File: src/pkg/dpc_pkg.sv
// package: register map, field layout, codes and carriers of the feature path
package dpc_pkg;

    // ****************************************************************
    // widths
    // ****************************************************************
    localparam int DATA_W = 18;
    localparam int ACC_W  = DATA_W + 5;
    localparam int LFSR_W = 15;
    localparam int PAT_W  = 20;

    // ****************************************************************
    // register offsets
    // ****************************************************************
    localparam logic [7:0] ADDR_PAT_LO  = 8'h20;
    localparam logic [7:0] ADDR_PAT_MID = 8'h21;
    localparam logic [7:0] ADDR_PAT_HI  = 8'h22;
    localparam logic [7:0] ADDR_FPC     = 8'h24;
    localparam logic [7:0] ADDR_DSU     = 8'h25;

    // ****************************************************************
    // field positions and writable masks
    // ****************************************************************
    localparam int FPC_SEL_LSB   = 3;
    localparam int FPC_PATH_BIT  = 2;
    localparam int FPC_DEC_BIT   = 1;
    localparam int DSU_SELEN_BIT = 7;
    localparam int DSU_RATE_LSB  = 4;
    localparam int DSU_REAL_BIT  = 3;
    localparam int DSU_INV_BIT   = 0;
    localparam int PAT_SCR_BIT   = 6;
    localparam logic [7:0] FPC_MASK    = 8'h1e;
    localparam logic [7:0] DSU_MASK    = 8'hf9;
    localparam logic [7:0] PAT_HI_MASK = 8'h4f;

    // ****************************************************************
    // reset values
    // ****************************************************************
    localparam logic [7:0]       FPC_RST   = 8'h00;
    localparam logic [7:0]       DSU_RST   = 8'h00;
    localparam logic [PAT_W-1:0] PAT_RST   = 20'hffc00;
    localparam logic [LFSR_W-1:0] LFSR_SEED = 15'h7fff;

    // ****************************************************************
    // codes
    // ****************************************************************
    localparam logic [1:0] SEL_A_ONLY = 2'b00;
    localparam logic [1:0] SEL_A_BOTH = 2'b01;
    localparam logic [1:0] RES_18 = 2'b00;
    localparam logic [1:0] RES_16 = 2'b01;
    localparam logic [1:0] RES_14 = 2'b10;
    localparam logic [PAT_W-1:0] PAT_AUTO_18 = 20'hff800;
    localparam logic [PAT_W-1:0] PAT_AUTO_16 = 20'hff000;
    localparam logic [PAT_W-1:0] PAT_AUTO_14 = 20'hfe000;

    typedef enum logic [2:0] {
        RATE_NONE = 3'b000,
        RATE_2    = 3'b001,
        RATE_4    = 3'b010,
        RATE_8    = 3'b011,
        RATE_16   = 3'b100,
        RATE_32   = 3'b101
    } dpc_rate_t;

    typedef enum logic [1:0] {
        PH_0   = 2'b00,
        PH_90  = 2'b01,
        PH_180 = 2'b10,
        PH_270 = 2'b11
    } dpc_phase_t;

    // ****************************************************************
    // carriers
    // ****************************************************************
    typedef struct packed {
        logic [DATA_W-1:0] a;
        logic [DATA_W-1:0] b;
    } dpc_sample_t;

    typedef struct packed {
        logic [DATA_W-1:0] a_i;
        logic [DATA_W-1:0] a_q;
        logic [DATA_W-1:0] b_i;
        logic [DATA_W-1:0] b_q;
    } dpc_word_t;

endpackage
File: src/hdl/dpc_skid.sv
// two-entry skid buffer between the feature path and the sample receiver
`timescale 1ns/1ps
module dpc_skid (
    input  wire logic               clk,       // sample clock
    input  wire logic               rst,       // sync reset, high
    input  wire dpc_pkg::dpc_word_t in_data,   // word from the path
    input  wire logic               in_valid,  // word present
    output logic                    in_ready,  // buffer can take a word
    output dpc_pkg::dpc_word_t      out_data,  // word to receiver
    output logic                    out_valid, // word present
    input  wire logic               out_ready  // receiver takes word
);
    import dpc_pkg::*;

    dpc_word_t skid_data;

    // ****************************************************************
    // storage
    // ****************************************************************
    // in_ready is kept as the inverse of the skid slot so that it is a
    // flop; a word arriving while the receiver stalls parks in the slot
    always_ff @(posedge clk) begin
        if (rst) begin
            out_valid <= 1'b0;
            in_ready  <= 1'b1;
            out_data  <= '0;
            skid_data <= '0;
        end else if (!out_valid || out_ready) begin
            if (!in_ready) begin
                out_data  <= skid_data;
                out_valid <= 1'b1;
                in_ready  <= 1'b1;
            end else begin
                out_valid <= in_valid;
                if (in_valid) begin
                    out_data <= in_data;
                end
            end
        end else if (in_valid && in_ready) begin
            skid_data <= in_data;
            in_ready  <= 1'b0;
        end
    end

endmodule

File: src/hdl/dpc_top.sv
// decimation path control: registers, selector, mixer, decimator, scrambler
//
// What this block does
// - selector 00 feeds A only, 01 both
// - selector code ignored unless selector enable set
// - path enable clear bypasses features, lowest latency
// - decimator enable switches filtering for both channels
// - rate field picks decimation 1 to 32
// - real output low-pass only, else complex mixing
// - phase invert bit negates mixer phase
// - scrambler needs own enable and path enable
// - frame pattern resets, auto-adjusted in bypass
//
// The address-and-strobe port was decided locally.
`timescale 1ns/1ps
module dpc_top (
    input  wire logic                 clk,          // 25 MHz sample clock
    input  wire logic                 rst,          // sync reset, high
    input  wire logic [7:0]           reg_addr,     // register address
    input  wire logic [7:0]           reg_wdata,    // write data
    input  wire logic                 reg_wr,       // write strobe
    input  wire logic                 reg_rd,       // read strobe
    output logic [7:0]                reg_rdata,    // read data, next cycle
    input  wire logic [1:0]           out_res,      // output resolution code
    input  wire dpc_pkg::dpc_sample_t in_sample,    // channel A and B
    input  wire logic                 in_valid,     // sample present
    output logic                      in_ready,     // sample taken
    output dpc_pkg::dpc_word_t        out_word,     // processed word
    output logic                      out_valid,    // word present
    input  wire logic                 out_ready,    // receiver takes word
    output logic [dpc_pkg::PAT_W-1:0] frame_clock_pattern // active pattern
);
    import dpc_pkg::*;

    // ****************************************************************
    // registers
    // ****************************************************************
    logic [7:0]       feature_path_control;
    logic [7:0]       decimation_setup;
    logic [PAT_W-1:0] pattern_reg;
    logic             scrambler_enable;

    logic [1:0] filter_input_select;
    logic       feature_path_enable;
    logic       decimator_enable;
    logic       selector_enable;
    logic       real_out;
    logic       phase_invert;
    dpc_rate_t  rate;

    assign filter_input_select =
        feature_path_control[FPC_SEL_LSB +: 2];
    assign feature_path_enable = feature_path_control[FPC_PATH_BIT];
    assign decimator_enable    = feature_path_control[FPC_DEC_BIT];
    assign selector_enable     = decimation_setup[DSU_SELEN_BIT];
    assign real_out            = decimation_setup[DSU_REAL_BIT];
    assign phase_invert        = decimation_setup[DSU_INV_BIT];
    assign rate = dpc_rate_t'(decimation_setup[DSU_RATE_LSB +: 3]);

    // reserved bits are dropped on write so they always read zero
    always_ff @(posedge clk) begin
        if (rst) begin
            feature_path_control <= FPC_RST;
            decimation_setup     <= DSU_RST;
            pattern_reg          <= PAT_RST;
            scrambler_enable     <= 1'b0;
        end else if (reg_wr) begin
            unique case (reg_addr)
                ADDR_FPC: feature_path_control <= reg_wdata & FPC_MASK;
                ADDR_DSU: decimation_setup     <= reg_wdata & DSU_MASK;
                ADDR_PAT_LO:  pattern_reg[7:0]  <= reg_wdata;
                ADDR_PAT_MID: pattern_reg[15:8] <= reg_wdata;
                ADDR_PAT_HI: begin
                    pattern_reg[19:16] <= reg_wdata[3:0];
                    scrambler_enable   <= reg_wdata[PAT_SCR_BIT];
                end
                default: ;
            endcase
        end
    end

    always_ff @(posedge clk) begin
        if (rst) begin
            reg_rdata <= 8'h00;
        end else if (reg_rd) begin
            unique case (reg_addr)
                ADDR_FPC:     reg_rdata <= feature_path_control;
                ADDR_DSU:     reg_rdata <= decimation_setup;
                ADDR_PAT_LO:  reg_rdata <= pattern_reg[7:0];
                ADDR_PAT_MID: reg_rdata <= pattern_reg[15:8];
                ADDR_PAT_HI:  reg_rdata <= {1'b0, scrambler_enable,
                                            2'b00, pattern_reg[19:16]};
                default:      reg_rdata <= 8'h00;
            endcase
        end else begin
            reg_rdata <= 8'h00;
        end
    end

    // ****************************************************************
    // frame clock pattern
    // ****************************************************************
    logic dec_bypass;
    logic [PAT_W-1:0] next_pattern;

    assign dec_bypass = !feature_path_enable || !decimator_enable ||
                        (rate == RATE_NONE);

    // in decimation bypass the pattern follows the resolution; the
    // stored value is kept untouched for when decimation returns
    always_comb begin
        next_pattern = pattern_reg;
        if (dec_bypass) begin
            unique case (out_res)
                RES_16:  next_pattern = PAT_AUTO_16;
                RES_14:  next_pattern = PAT_AUTO_14;
                default: next_pattern = PAT_AUTO_18;
            endcase
        end
    end

    always_ff @(posedge clk) begin
        if (rst) begin
            frame_clock_pattern <= PAT_RST;
        end else begin
            frame_clock_pattern <= next_pattern;
        end
    end

    // ****************************************************************
    // input stage and selector
    // ****************************************************************
    logic        advance;
    logic        s1_valid;
    dpc_sample_t s1;
    logic [DATA_W-1:0] x_b;

    // the whole pipeline stalls with the buffer, so nothing is dropped
    assign advance = in_ready;

    always_ff @(posedge clk) begin
        if (rst) begin
            s1_valid <= 1'b0;
            s1       <= '0;
        end else if (advance) begin
            s1_valid <= in_valid;
            s1       <= in_sample;
        end
    end

    always_comb begin
        x_b = s1.b;
        if (selector_enable && filter_input_select == SEL_A_BOTH) begin
            x_b = s1.a;
        end
    end

    // ****************************************************************
    // mixer
    // ****************************************************************
    dpc_phase_t phase;
    dpc_phase_t next_phase;
    logic       dsp_on;
    logic       take;

    assign dsp_on = feature_path_enable && decimator_enable;
    assign take   = advance && s1_valid && feature_path_enable;

    function automatic logic [2*ACC_W-1:0] mix(
        input logic signed [ACC_W-1:0] x,
        input dpc_phase_t              ph,
        input logic                    inv,
        input logic                    is_real
    );
        logic signed [ACC_W-1:0] i_v;
        logic signed [ACC_W-1:0] q_v;
        i_v = x;
        q_v = '0;
        if (!is_real) begin
            unique case (ph)
                PH_0: begin
                    i_v = x;
                    q_v = '0;
                end
                PH_90: begin
                    i_v = '0;
                    q_v = -x;
                end
                PH_180: begin
                    i_v = -x;
                    q_v = '0;
                end
                PH_270: begin
                    i_v = '0;
                    q_v = x;
                end
            endcase
            if (inv) begin
                q_v = -q_v;
            end
        end
        return {i_v, q_v};
    endfunction

    always_comb begin
        next_phase = phase;
        if (take && dsp_on && !real_out) begin
            next_phase = dpc_phase_t'(phase + 2'b01);
        end
    end

    always_ff @(posedge clk) begin
        if (rst) begin
            phase <= PH_0;
        end else begin
            phase <= next_phase;
        end
    end

    // ****************************************************************
    // decimator
    // ****************************************************************
    logic signed [ACC_W-1:0] ext_a;
    logic signed [ACC_W-1:0] ext_b;
    logic signed [ACC_W-1:0] x_in [4];
    logic signed [ACC_W-1:0] acc  [4];
    logic signed [ACC_W-1:0] sum  [4];
    logic [4:0] cnt;
    logic [4:0] last;
    logic [2:0] shift;
    logic       s2_valid;
    dpc_word_t  s2;

    assign ext_a = ACC_W'(signed'(s1.a));
    assign ext_b = ACC_W'(signed'(x_b));

    // unused rate codes fall back to no decimation
    always_comb begin
        shift = 3'h0;
        if (dsp_on) begin
            unique case (rate)
                RATE_NONE: shift = 3'h0;
                RATE_2:    shift = 3'h1;
                RATE_4:    shift = 3'h2;
                RATE_8:    shift = 3'h3;
                RATE_16:   shift = 3'h4;
                RATE_32:   shift = 3'h5;
                default:   shift = 3'h0;
            endcase
        end
        last = 5'((6'h01 << shift) - 6'h01);
    end

    always_comb begin
        if (dsp_on) begin
            {x_in[0], x_in[1]} = mix(ext_a, phase, phase_invert, real_out);
            {x_in[2], x_in[3]} = mix(ext_b, phase, phase_invert, real_out);
        end else begin
            x_in[0] = ext_a;
            x_in[1] = '0;
            x_in[2] = ext_b;
            x_in[3] = '0;
        end
        for (int k = 0; k < 4; k++) begin
            sum[k] = acc[k] + x_in[k];
        end
    end

    // boxcar average: accumulate then dump, scaled by the factor; cheap
    // but its stopband is poor compared with a proper half-band chain
    always_ff @(posedge clk) begin
        if (rst) begin
            cnt      <= 5'h00;
            s2_valid <= 1'b0;
            s2       <= '0;
            for (int k = 0; k < 4; k++) begin
                acc[k] <= '0;
            end
        end else if (advance) begin
            s2_valid <= 1'b0;
            if (take) begin
                if (cnt >= last) begin
                    cnt      <= 5'h00;
                    s2_valid <= 1'b1;
                    s2.a_i   <= DATA_W'(sum[0] >>> shift);
                    s2.a_q   <= DATA_W'(sum[1] >>> shift);
                    s2.b_i   <= DATA_W'(sum[2] >>> shift);
                    s2.b_q   <= DATA_W'(sum[3] >>> shift);
                    for (int k = 0; k < 4; k++) begin
                        acc[k] <= '0;
                    end
                end else begin
                    cnt <= cnt + 5'h01;
                    for (int k = 0; k < 4; k++) begin
                        acc[k] <= sum[k];
                    end
                end
            end
        end
    end

    // ****************************************************************
    // scrambler
    // ****************************************************************
    logic [LFSR_W-1:0] lfsr;
    logic [DATA_W-1:0] mask;
    logic              scr_on;
    logic              s3_valid;
    dpc_word_t         s3;

    assign scr_on = scrambler_enable && feature_path_enable;

    always_comb begin
        for (int k = 0; k < DATA_W; k++) begin
            mask[k] = lfsr[k % LFSR_W];
        end
    end

    always_ff @(posedge clk) begin
        if (rst) begin
            lfsr     <= LFSR_SEED;
            s3_valid <= 1'b0;
            s3       <= '0;
        end else if (advance) begin
            s3_valid <= s2_valid && feature_path_enable;
            s3       <= s2;
            if (s2_valid && scr_on) begin
                s3   <= s2 ^ {mask, mask, mask, mask};
                lfsr <= {lfsr[LFSR_W-2:0], lfsr[14] ^ lfsr[13]};
            end
        end
    end

    // ****************************************************************
    // path select and output buffer
    // ****************************************************************
    dpc_word_t buf_data;
    logic      buf_valid;

    // bypass takes the input stage straight to the buffer; words in
    // flight when the path is switched are lost, so switch while idle
    always_comb begin
        if (feature_path_enable) begin
            buf_data  = s3;
            buf_valid = s3_valid;
        end else begin
            buf_data  = '{a_i: s1.a, a_q: '0, b_i: s1.b, b_q: '0};
            buf_valid = s1_valid;
        end
    end

    dpc_skid u_skid (
        .clk       (clk),
        .rst       (rst),
        .in_data   (buf_data),
        .in_valid  (buf_valid),
        .in_ready  (in_ready),
        .out_data  (out_word),
        .out_valid (out_valid),
        .out_ready (out_ready)
    );

endmodule

File: config.mk
export PLATFORM = sky130hd
export DESIGN_NAME = dpc_top
export DESIGN_NICKNAME = d
export VERILOG_FILES = /design/src/pkg/dpc_pkg.sv /design/src/hdl/dpc_skid.sv /design/src/hdl/dpc_top.sv
export SDC_FILE = /design/constraint.sdc
export NUM_CORES = 1
export LEC_CHECK = 0
export BUFFER_PORTS_ARGS = -buffer_cell sky130_fd_sc_hd__buf_2
export CAP_MARGIN = 20
export CELL_PAD_IN_SITES_DETAIL_PLACEMENT = 0
export CELL_PAD_IN_SITES_GLOBAL_PLACEMENT = 1
export CORE_MARGIN = 1
export CORE_UTILIZATION = 45
export DETAILED_ROUTE_END_ITERATION = 8
export GPL_TIMING_DRIVEN = 1
export MAX_ROUTING_LAYER = met4
export PLACE_DENSITY_LB_ADDON = 0.1
export SLEW_MARGIN = 25
export SYNTH_ARGS = -nofsm -noshare
export SYNTH_HDL_FRONTEND = slang
export SYNTH_SLANG_ARGS = --single-unit
File: constraint.sdc
create_clock -name clk -period 8.45 [get_ports clk]
set_input_delay 1.69 -clock clk [delete_from_list [all_inputs] [get_ports clk]]
set_output_delay 1.69 -clock clk [all_outputs]
set_load 0.02 [all_outputs]
### Word level (Yosys, flattened, before mapping)

Memory sizes are Yosys's and may differ from the RTL's.
Index checks and enable logic that the tools add are counted.
Widths: inputs -> output; s select.

* reduce and logical (&&, ||, !) cells: 33
* shifts and indexed selects: 5
* bitwise gates (word level): 12
* order comparisons: 1
* equal/unequal tests: 17
* add/sub/neg operators: 11
* multiplexer cells: 48

Operators by type and width (count)
* $mux 23: 18
* $mux 72: 4
* $pmux 23 s3: 4
* $add 23x23->23: 4
* $mux 92: 1
* $sshr 23x3->18: 4
* $xor 72x72->72: 1
* $neg 18->23: 2
* $neg 23->23: 2
* $eq 8x6->1 const B: 5
* $pmux 8 s5: 1
* $pmux 13 s2: 1
* $mux 20: 1
* $mux 18: 1
* $reduce_and 2->1: 9
* $pmux 3 s5: 1
* $mux 1: 14
* $logic_and 1x1->1: 10
* $or 1x1->1: 8
* $reduce_or 2->1: 4
* $eq 2x1->1 const B: 3
* $eq 2x2->1 const B: 3
* $eq 3x2->1 const B: 2
* $eq 3x3->1 const B: 2
* 16 further kinds: 22

* register bits: 410
* logic and storage cells: 162
* output and inout bits: 102
* RAM bits: 92
* bits of input ports: 60
* memories: 1

Memory list
* acc: depth 4, width 23, read ports 4, clocked after Yosys merged registers in 0, wr ports 4, RTL line dpc_top.sv:226 `logic signed [ACC_W-1:0] acc [4];`

### Logic depth before layout (Yosys ltp)

Gate-level depths: netlist (run 1).

* depth after elaboration: 13
* mapped depth: 31
* mapped depth without buffers: 26

### Hierarchy

A second synthesis (run 1) with hierarchy kept.

* cells, all modules: 3772
* area total of the unflattened synthesis: 30943.4 sq um

By module, submodules not included
* dpc_top: cells each 3121, seq. area each 7817.5 sq um, times used 1, area an instance 24586.1 sq um
* dpc_skid: cells each 651, seq. area each 2922.8 sq um, times used 1, area an instance 6357.3 sq um

### Worst setup path after synthesis (run 1)

No wires, ideal clock.

* path kind: reg2reg
* start point: reg feature_path_control[4]
* end point: reg s2[11] (netlist name)
* setup slack: 2.351 ns
* data required time: 8.364 ns
* clock period less this slack: 6.099 ns
* setup time: 0.086 ns
* stages on the path, launching flop included: 28
* buffers on the path: 4
* data arrival time: 6.014 ns
* cells stage by stage: dfxtp_1 nand3b_1 buf_2 buf_2 buf_1 nor2_1 a21oi_1 ha_1 buf_2 nor3b_1 nor3_1 a31oi_1 o221ai_1 nor4b_2 nor2b_1 nand2b_1 xor2_1 nor2_1 ha_1 a21o_1 a21oi_1 a21bo_2 a211oi_1 nor3b_1 or2_2 mux4_2 mux2_2 a211oi_1

* longest elaborated chain between the ends: 13

Ends and longest elaborated chain
* from (decl): RTL line dpc_top.sv:38 `logic [7:0] feature_path_control;`
* from (signal assigned): RTL line dpc_top.sv:69 `ADDR_FPC: feature_path_control <= reg_wdata & FPC_MASK;`
* $eq 2x1->1 (*): RTL line dpc_top.sv:153 `if (selector_enable && filter_input_select == SEL_A_BOTH) begin`
* $logic_and 1x1->1 (*): RTL line dpc_top.sv:153
* $mux 18 (*): RTL line dpc_top.sv:153
* $neg 18->23: RTL line dpc_top.sv:187 `q_v = -x;`
* $pmux 23 s3 (*): RTL line dpc_top.sv:180 `unique case (ph)`
* $mux 23 (*): RTL line dpc_top.sv:179 `if (!is_real) begin`
* $mux 23 (*): RTL line dpc_top.sv:255 `if (dsp_on) begin`
* $neg 23->23: RTL line dpc_top.sv:199 `q_v = -q_v;`
* $mux 23 (*): RTL line dpc_top.sv:198 `if (inv) begin`
* $mux 23 (*): RTL line dpc_top.sv:179
* $mux 92 (*): RTL line dpc_top.sv:255
* $add 23x23->23 (*): RTL line dpc_top.sv:265 `sum[k] = acc[k] + x_in[k];`
* $sshr 23x3->18 (*): RTL line dpc_top.sv:288 `s2.b_q <= DATA_W'(sum[3] >>> shift);`
* to (decl): RTL line dpc_top.sv:232 `dpc_word_t s2;`

Every way passes the cells marked *; elsewhere a longest branch is shown, timed or not. The select of a mux whose other input is x is not followed.
A chain may end at the register's enable or synchronous reset.

### Worst setup path in the final report (run 1)

* start point: reg decimation_setup[7]
* end point: reg s2[13] (netlist name)

* longest elaborated chain between the ends: 12

Ends and longest elaborated chain
* from (decl): RTL line dpc_top.sv:39 `logic [7:0] decimation_setup;`
* from (signal assigned): RTL line dpc_top.sv:70 `ADDR_DSU: decimation_setup <= reg_wdata & DSU_MASK;`
* $logic_and 1x1->1 (*): RTL line dpc_top.sv:153
* $mux 18 (*): RTL line dpc_top.sv:153
* $neg 18->23: RTL line dpc_top.sv:187
* $pmux 23 s3 (*): RTL line dpc_top.sv:180
* $mux 23 (*): RTL line dpc_top.sv:179
* $mux 23 (*): RTL line dpc_top.sv:255
* $neg 23->23: RTL line dpc_top.sv:199
* $mux 23 (*): RTL line dpc_top.sv:198
* $mux 23 (*): RTL line dpc_top.sv:179
* $mux 92 (*): RTL line dpc_top.sv:255
* $add 23x23->23 (*): RTL line dpc_top.sv:265
* $sshr 23x3->18 (*): RTL line dpc_top.sv:288

Marks and branches as above.

==> impl_results.md, run 1 <==
* Worst setup SP type: flip-flop
* Synth area leaders: dfxtp_1 (28%), edfxtp_1 (6.8%), nor2_1 (6.7%)
* Most common flop cell mapped by yosys: dfxtp_1
* Vias in the first global route at 26700
* Clock Path Buffers at 3
* CP Max Fanout at 13
* Total grt overflow at 0
* CP Data Required Time at 8.95 ns
* Top delay family on crit path: compound AO/OA/AOI/OAI gates
* CTS tree: yes
* DRT iter0 DRCs at 2718
* EDFF count, synth at 69
* Final ANT Viol Nets at 0
* Crit. End Element: flip-flop
* Post-Route WL at 116000 microns
* Cell Pwr Density at 165 nW/um^2
* Fmax at 136 MHz
* Setup TNS at 0 ns
* Clock Sinks at 502
* Post-synth top area cell: dfxtp_1
* Final Hold Vio Count at 0
* Crit path max-delay cell type: a2111oi_0
* Max reg flops at 92
* Maxcap violations at 0
* Cells after Synth at 3795
* CP arrival at 7.85 ns
* Setup WS pre-CTS at 1.29 ns
* Setup violations, final at 0
* Status: complete, no violations
* Crit path time final at 7.35 ns
* Post-Syn Area at 30500 sq um
* Post-DP HPWL at 84800 microns
* RSZ-0062 raised after global routing: false
* Vias at 28900
* Worst slew pin tran at 0.998 ns
* Worst IR drop on VDD at 147 uV
* Post-CTS Setup Bufs at 0
* Worst-path clk slew at 0.06 ns
* Most frequent cell after synthesis: nor2_1
* Final worst slack at 1.10 ns
* Met1 Wirelength at 53200 microns
* Initial Util at 0.454
* Row count at 95
* Non-filler cells, final at 4708
* Synth top cells by count: nor2_1 (546), dfxtp_1 (433), nand2_1 (373)
* Root Buffer Master: clkbuf_16
* Final Skew at 0.0380 ns
* Slew Limit Fails at 0
* Max_slew headroom at 0.331
* Post-route clock period utilization at 0.869
* Routability cong. at 0.954
* Syn nets at 3965
* Cts hold-fix bufs at 0
* DRC Markers at 0
* Ports at 162
* Fraction of layout cells with a size suffix above 1 at 0.103
* Top-area cell type share of the netlist area at 0.285
* PostCTS Resize Cnt at 0
* Largest stage delay on the critical path at 0.90 ns
* Num CTS Buffers at 57
* Port Buffers at 161
* Buf+Inv Stages, Crit Path at 0
* Largest reg by FF count: acc
* Met2 routed WL at 50800 microns
* Core footprint at 67000 sq um
* Synth Warn # at 0
* WL/cell at 24.7 microns
* Area growth, synth to finish at 10.8%
* Setup Crit Path Kind: reg -> reg
* Worst Hold Class: reg -> reg
* WL met3 at 7400 microns
* Cell Area, Placed at 31800 sq um
* Die Wd at 262 microns
* Largest net degree at the start of global routing at 194
* Cell area after layout at 33800 sq um
* H-Tree Depth at 2
* First-pass GRT wire length at 171000 microns
* Sequential fraction of the synthesis area at 0.353
* Async SR Flop Fraction at 0
* Yosys reg bits at 502
* Synth cell types at 94
* P_leak at 13.4 nW
* Worst-Skew Late Latency at 0.66 ns
* Fill count at 6568
* Total GRT Usage at 0.341
* Final nets at 3958
* Cell Chain, Critical Path: nand3b_1 > a21oi_1 > ha_1 > or4b_1 > a31oi_1 > o221ai_1 > nor4b_2 > nor2b_1 > a31oi_1 > xor2_1 > nor2_1 > ha_1 > a2111oi_0 > a211o_1 > nand2_1 > o22ai_1 > xor2_1 > mux2i_1 > mux2_2 > a211oi_1 > nor3_1
* Highest routed layer: met4
* Die Y at 262 microns
* Die Area at 68700 sq um
* Cell count after placement at 4602
* Antenna violations before repair at 0
* TritonRoute pass-1 iters at 5
* Mean area per synthesized cell at 8.03 sq um
* Routed vias/inst at 6.14
[metrics by stage]
step / power (mW) / hold WS [ns] / util
3_3_place_gp: 3.07 / 0.436 / 0.475
6_report: 5.56 / 0.449 / 0.504
2_1_floorplan: 2.88 / 0.425 / -
3_5_place_dp: 3.07 / 0.444 / 0.475
4_1_cts: 5.59 / 0.450 / 0.503
5_1_grt: 5.74 / 0.470 / 0.503
[path summary, 6_finish.rpt]
path,to,cells after the start,slack [ns],start
worst min register to register,u_skid.out_data[63],2,0.45,u_skid.out_data[63]
worst max-delay path,s2[13],21,1.10,decimation_setup[7]
worst max register to register,s2[13],21,1.10,decimation_setup[7]
worst min-delay path,u_skid.out_data[63],2,0.45,u_skid.out_data[63]
[cell families after synthesis]
logic type      count (synthesis)  synth area share
compound gates               1037             0.228
xor+xnor                      190            0.0546
fa+ha+maj                     110            0.0462
buf+inv                       361            0.0453
simple gates                 1418             0.213
flops                         502             0.353
mux                           177            0.0607
[routing by layer]
| metal | GRT usage | vias up |
|---|---|---|
| li1 | - | 13700 |
| met5 | - | - |
| met2 | 0.517 | 1037 |
| met4 | 0.130 | 0 |
| met3 | 0.0404 | 216 |
| met1 | 0.463 | 14000 |
[cells in the final DEF (no fill, tap or decap), types with 14 or more instances in the layout]
master and instances:
and3_1 40, nand3b_1 15, mux2_2 18, mux2i_1 153, or2_2 16, and2_1 45
a211oi_1 164, o22ai_1 27, xor2_1 122, buf_4 60, xnor2_1 68, nor2_1 538
o21a_1 24, a22oi_1 43, dfxtp_1 431, a311oi_1 46, a21oi_1 275, o211ai_1 68
o21ai_0 148, nand3_1 123, edfxtp_1 69, nor2b_1 18, nor3_1 68, a21o_1 41
a211o_1 25, inv_1 69, a31oi_1 23, clkbuf_1 14, buf_2 160, nand2_1 371
o21bai_1 14, o31ai_1 27, ha_1 105, clkbuf_16 60, nor4_1 20, nand2b_1 64
or3_1 29
[report_power, final]
| group | switching [mW] | internal (mW) | leakage (nW) |
|---|---|---|---|
| Sequential | 0.0530 | 2.46 | 4.22 |
| Combinational | 0.349 | 0.168 | 8.26 |
| Clock | 1.08 | 1.45 | 0.933 |
| Total | 1.48 | 4.08 | 13.4 |
[worst register-to-register path, cell delays in order, from the launching register on]
cell	delay [ns]
dfxtp_1	0.39
nand3b_1	0.37
a21oi_1	0.49
ha_1	0.53
or4b_1	0.50
a31oi_1	0.19
o221ai_1	0.37
nor4b_2	0.51
nor2b_1	0.38
a31oi_1	0.16
xor2_1	0.19
nor2_1	0.19
ha_1	0.35
a2111oi_0	0.90
a211o_1	0.23
nand2_1	0.06
o22ai_1	0.25
xor2_1	0.36
mux2i_1	0.18
mux2_2	0.32
a211oi_1	0.23
nor3_1	0.07
[area by class of cell]
| class | count | area [sq um] | area share |
|---|---|---|---|
| multi-input cells | 2932 | 18400 | 0.546 |
| flip-flops and latches | 502 | 10700 | 0.318 |
| clock buffers | 84 | 1690 | 0.0501 |
| repair buffers | 224 | 1310 | 0.0388 |
| well taps | 873 | 1090 | 0.0324 |
| inverters | 71 | 267 | 0.00789 |
| clock inverters | 20 | 215 | 0.00637 |
| diodes | 2 | 5.00 | 0.000148 |
Note: power is estimated with default switching activity, not from simulation.
==> inputs of run 2 (changes only) <==
Settings changed: BUFFER_PORTS_ARGS -buffer_cell sky130_fd_sc_hd__buf_2 to -buffer_cell sky130_fd_sc_hd__clkbuf_2.
==> run 2 against run 1 <==
Net effect: register-to-register slack worse by 0.04 ns; wire length is 0.59% lower; flip-flop and latch count stayed put; clock power hardly changed; sequential power hardly changed; worst hold slack better by 0.0038 ns; via count hardly changed; power is 0.17% lower; non-clock buffer count is 3 higher; count of clock-buffer cells in the layout is 1 lower; final cell count hardly changed; sequential share of layout area hardly changed; critical endpoint unchanged; largest cell class unchanged.
==> impl_results.md, run 2 (synthesis gave the netlist of run 1 again) <==
* Fmax at 135 MHz
* Die Area at 68700 sq um
* Row count at 95
* Clock Path Buffers at 3
* Final nets at 3961
* Finished Core Util at 0.504
* Routability cong. at 0.993
* Ports at 162
* Vias in the first global route at 26800
* Die Wd at 262 microns
* Final Skew at 0.0221 ns
* Crit path max-delay cell type: a2111oi_0
* Vias at 28900
* Buf+Inv Stages, Crit Path at 1
* Status: complete, no violations
* Largest net degree at the start of global routing at 198
* DRT iter0 DRCs at 2849
* Port Buffers at 161
* PostCTS Resize Cnt at 0
* CTS tree: yes
* Post-CTS Setup Bufs at 0
* Max_slew headroom at 0.244
* H-Tree Depth at 2
* Top library cells by usage in the layout, fill and taps aside: nor2_1 (538), dfxtp_1 (431), nand2_1 (371)
* CP Max Fanout at 28
* Setup Crit Path Kind: reg -> reg
* Antenna violations before repair at 4
* TritonRoute pass-1 iters at 6
* Num CTS Buffers at 57
* P_leak at 13.4 nW
* Worst setup SP type: flip-flop
* DRC Markers at 0
* Core footprint at 67000 sq um
* Post-DP HPWL at 84200 microns
* Initial Util at 0.454
* Cts hold-fix bufs at 0
* Area growth, synth to finish at 10.8%
* Worst IR drop on VDD at 173 uV
* Top delay family on crit path: compound AO/OA/AOI/OAI gates
* Total GRT Usage at 0.339
* Cell Pwr Density at 164 nW/um^2
* CP Data Required Time at 8.95 ns
* Most common cell after layout, fill and taps aside: nor2_1
* Max reg flops at 92
* Post-route clock period utilization at 0.874
* Worst slew pin tran at 1.13 ns
* Die Y at 262 microns
* Total grt overflow at 0
* Fraction of layout cells with a size suffix above 1 at 0.104
* Worst Hold Class: reg -> reg
* Cell Chain, Critical Path: nand3b_1 > buf_4 > nor2_1 > a21oi_1 > ha_1 > or4b_1 > a31oi_1 > o221ai_1 > nor4b_2 > nor2b_1 > a31oi_1 > xor2_1 > nor2_1 > ha_1 > a2111oi_0 > a211o_1 > nand2_1 > o22ai_1 > xor2_1 > mux2i_1 > mux2_2 > a211oi_1 > nor3_1
* WL/cell at 24.5 microns
* Final ANT Viol Nets at 0
* Crit. End Element: flip-flop
* Worst-Skew Late Latency at 0.65 ns
* Setup violations, final at 0
* Routed vias/inst at 6.14
* Final Hold Vio Count at 0
* Setup TNS at 0 ns
* Largest stage delay on the critical path at 0.84 ns
* Largest reg by FF count: acc
* Maxcap violations at 0
* Slew Limit Fails at 0
* RSZ-0062 raised after global routing: false
* First-pass GRT wire length at 171000 microns
* Post-Route WL at 115000 microns
* Root Buffer Master: clkbuf_16
* Crit path time final at 7.38 ns
* CP arrival at 7.89 ns
* Worst-path clk slew at 0.06 ns
* Clock Sinks at 502
* Ant diodes at 0
[run 2: changes by cell type in the layout (fill, tap and decap cells not counted), moves of 2 or more]
cell and change:
clkbuf_2 +160, buf_2 -160, clkinvlp_4 +3, buf_4 +5, diode_2 -2, buf_6 -2
clkbuf_1 -4, clkbuf_16 -2, clkinv_2 -6, inv_4 +3, clkbuf_8 +5
[run 2: worst paths after layout]
| check | start | end | slack (ns) | cells after the start |
|---|---|---|---|---|
| worst min register to register | u_skid.skid_data[3] | u_skid.skid_data[3] | 0.45 | 2 |
| worst min-delay path | u_skid.skid_data[3] | u_skid.skid_data[3] | 0.45 | 2 |
| worst max register to register | feature_path_control[4] | s2[13] | 1.07 | 23 |
| worst max-delay path | feature_path_control[4] | s2[13] | 1.07 | 23 |
[run 2: routing by layer]
metal,GRT usage,wire length (microns),vias up
met5,-,0,-
met4,0.116,3950,0
met3,0.0447,7850,200
met1,0.466,52700,14000
li1,-,-,13700
met2,0.508,50900,1054
[run 2: final cells by class]
type                    instances  area [sq um]
fillers                      6588         33300
multi-input cells            2932         18400
flip-flops and latches        502         10700
clock buffers                  83          1700
repair buffers                227          1320
well taps                     873          1090
inverters                      71           267
clock inverters                19           204
[run 2: stage by stage]
stage                     std cells  hold WS, ns  instance area (sq um)  power, mW  setup WS [ns]
after CTS                      4707        0.455                  33800       5.59           1.16
final                          4707        0.452                  33800       5.55           1.07
after global routing           4707        0.472                  33800       5.74          0.543
after detailed placement       4605        0.447                  31900       3.07           1.18
after global placement         4605        0.439                  31800       3.07           1.36
after floorplan                3795        0.425                  30500       2.88           2.35
[run 2: worst min-delay path: stages (launching register included)]
cell     delay, ns
dfxtp_1       0.31
nand2_1       0.05
a21oi_1       0.05
[run 2: report_power, final]
group | total [mW] | switching (mW) | leakage (nW) | internal, mW
Combinational | 0.520 | 0.352 | 8.22 | 0.168
Sequential | 2.52 | 0.0543 | 4.22 | 2.46
Clock | 2.52 | 1.09 | 0.918 | 1.43
Total | 5.55 | 1.50 | 13.4 | 4.06
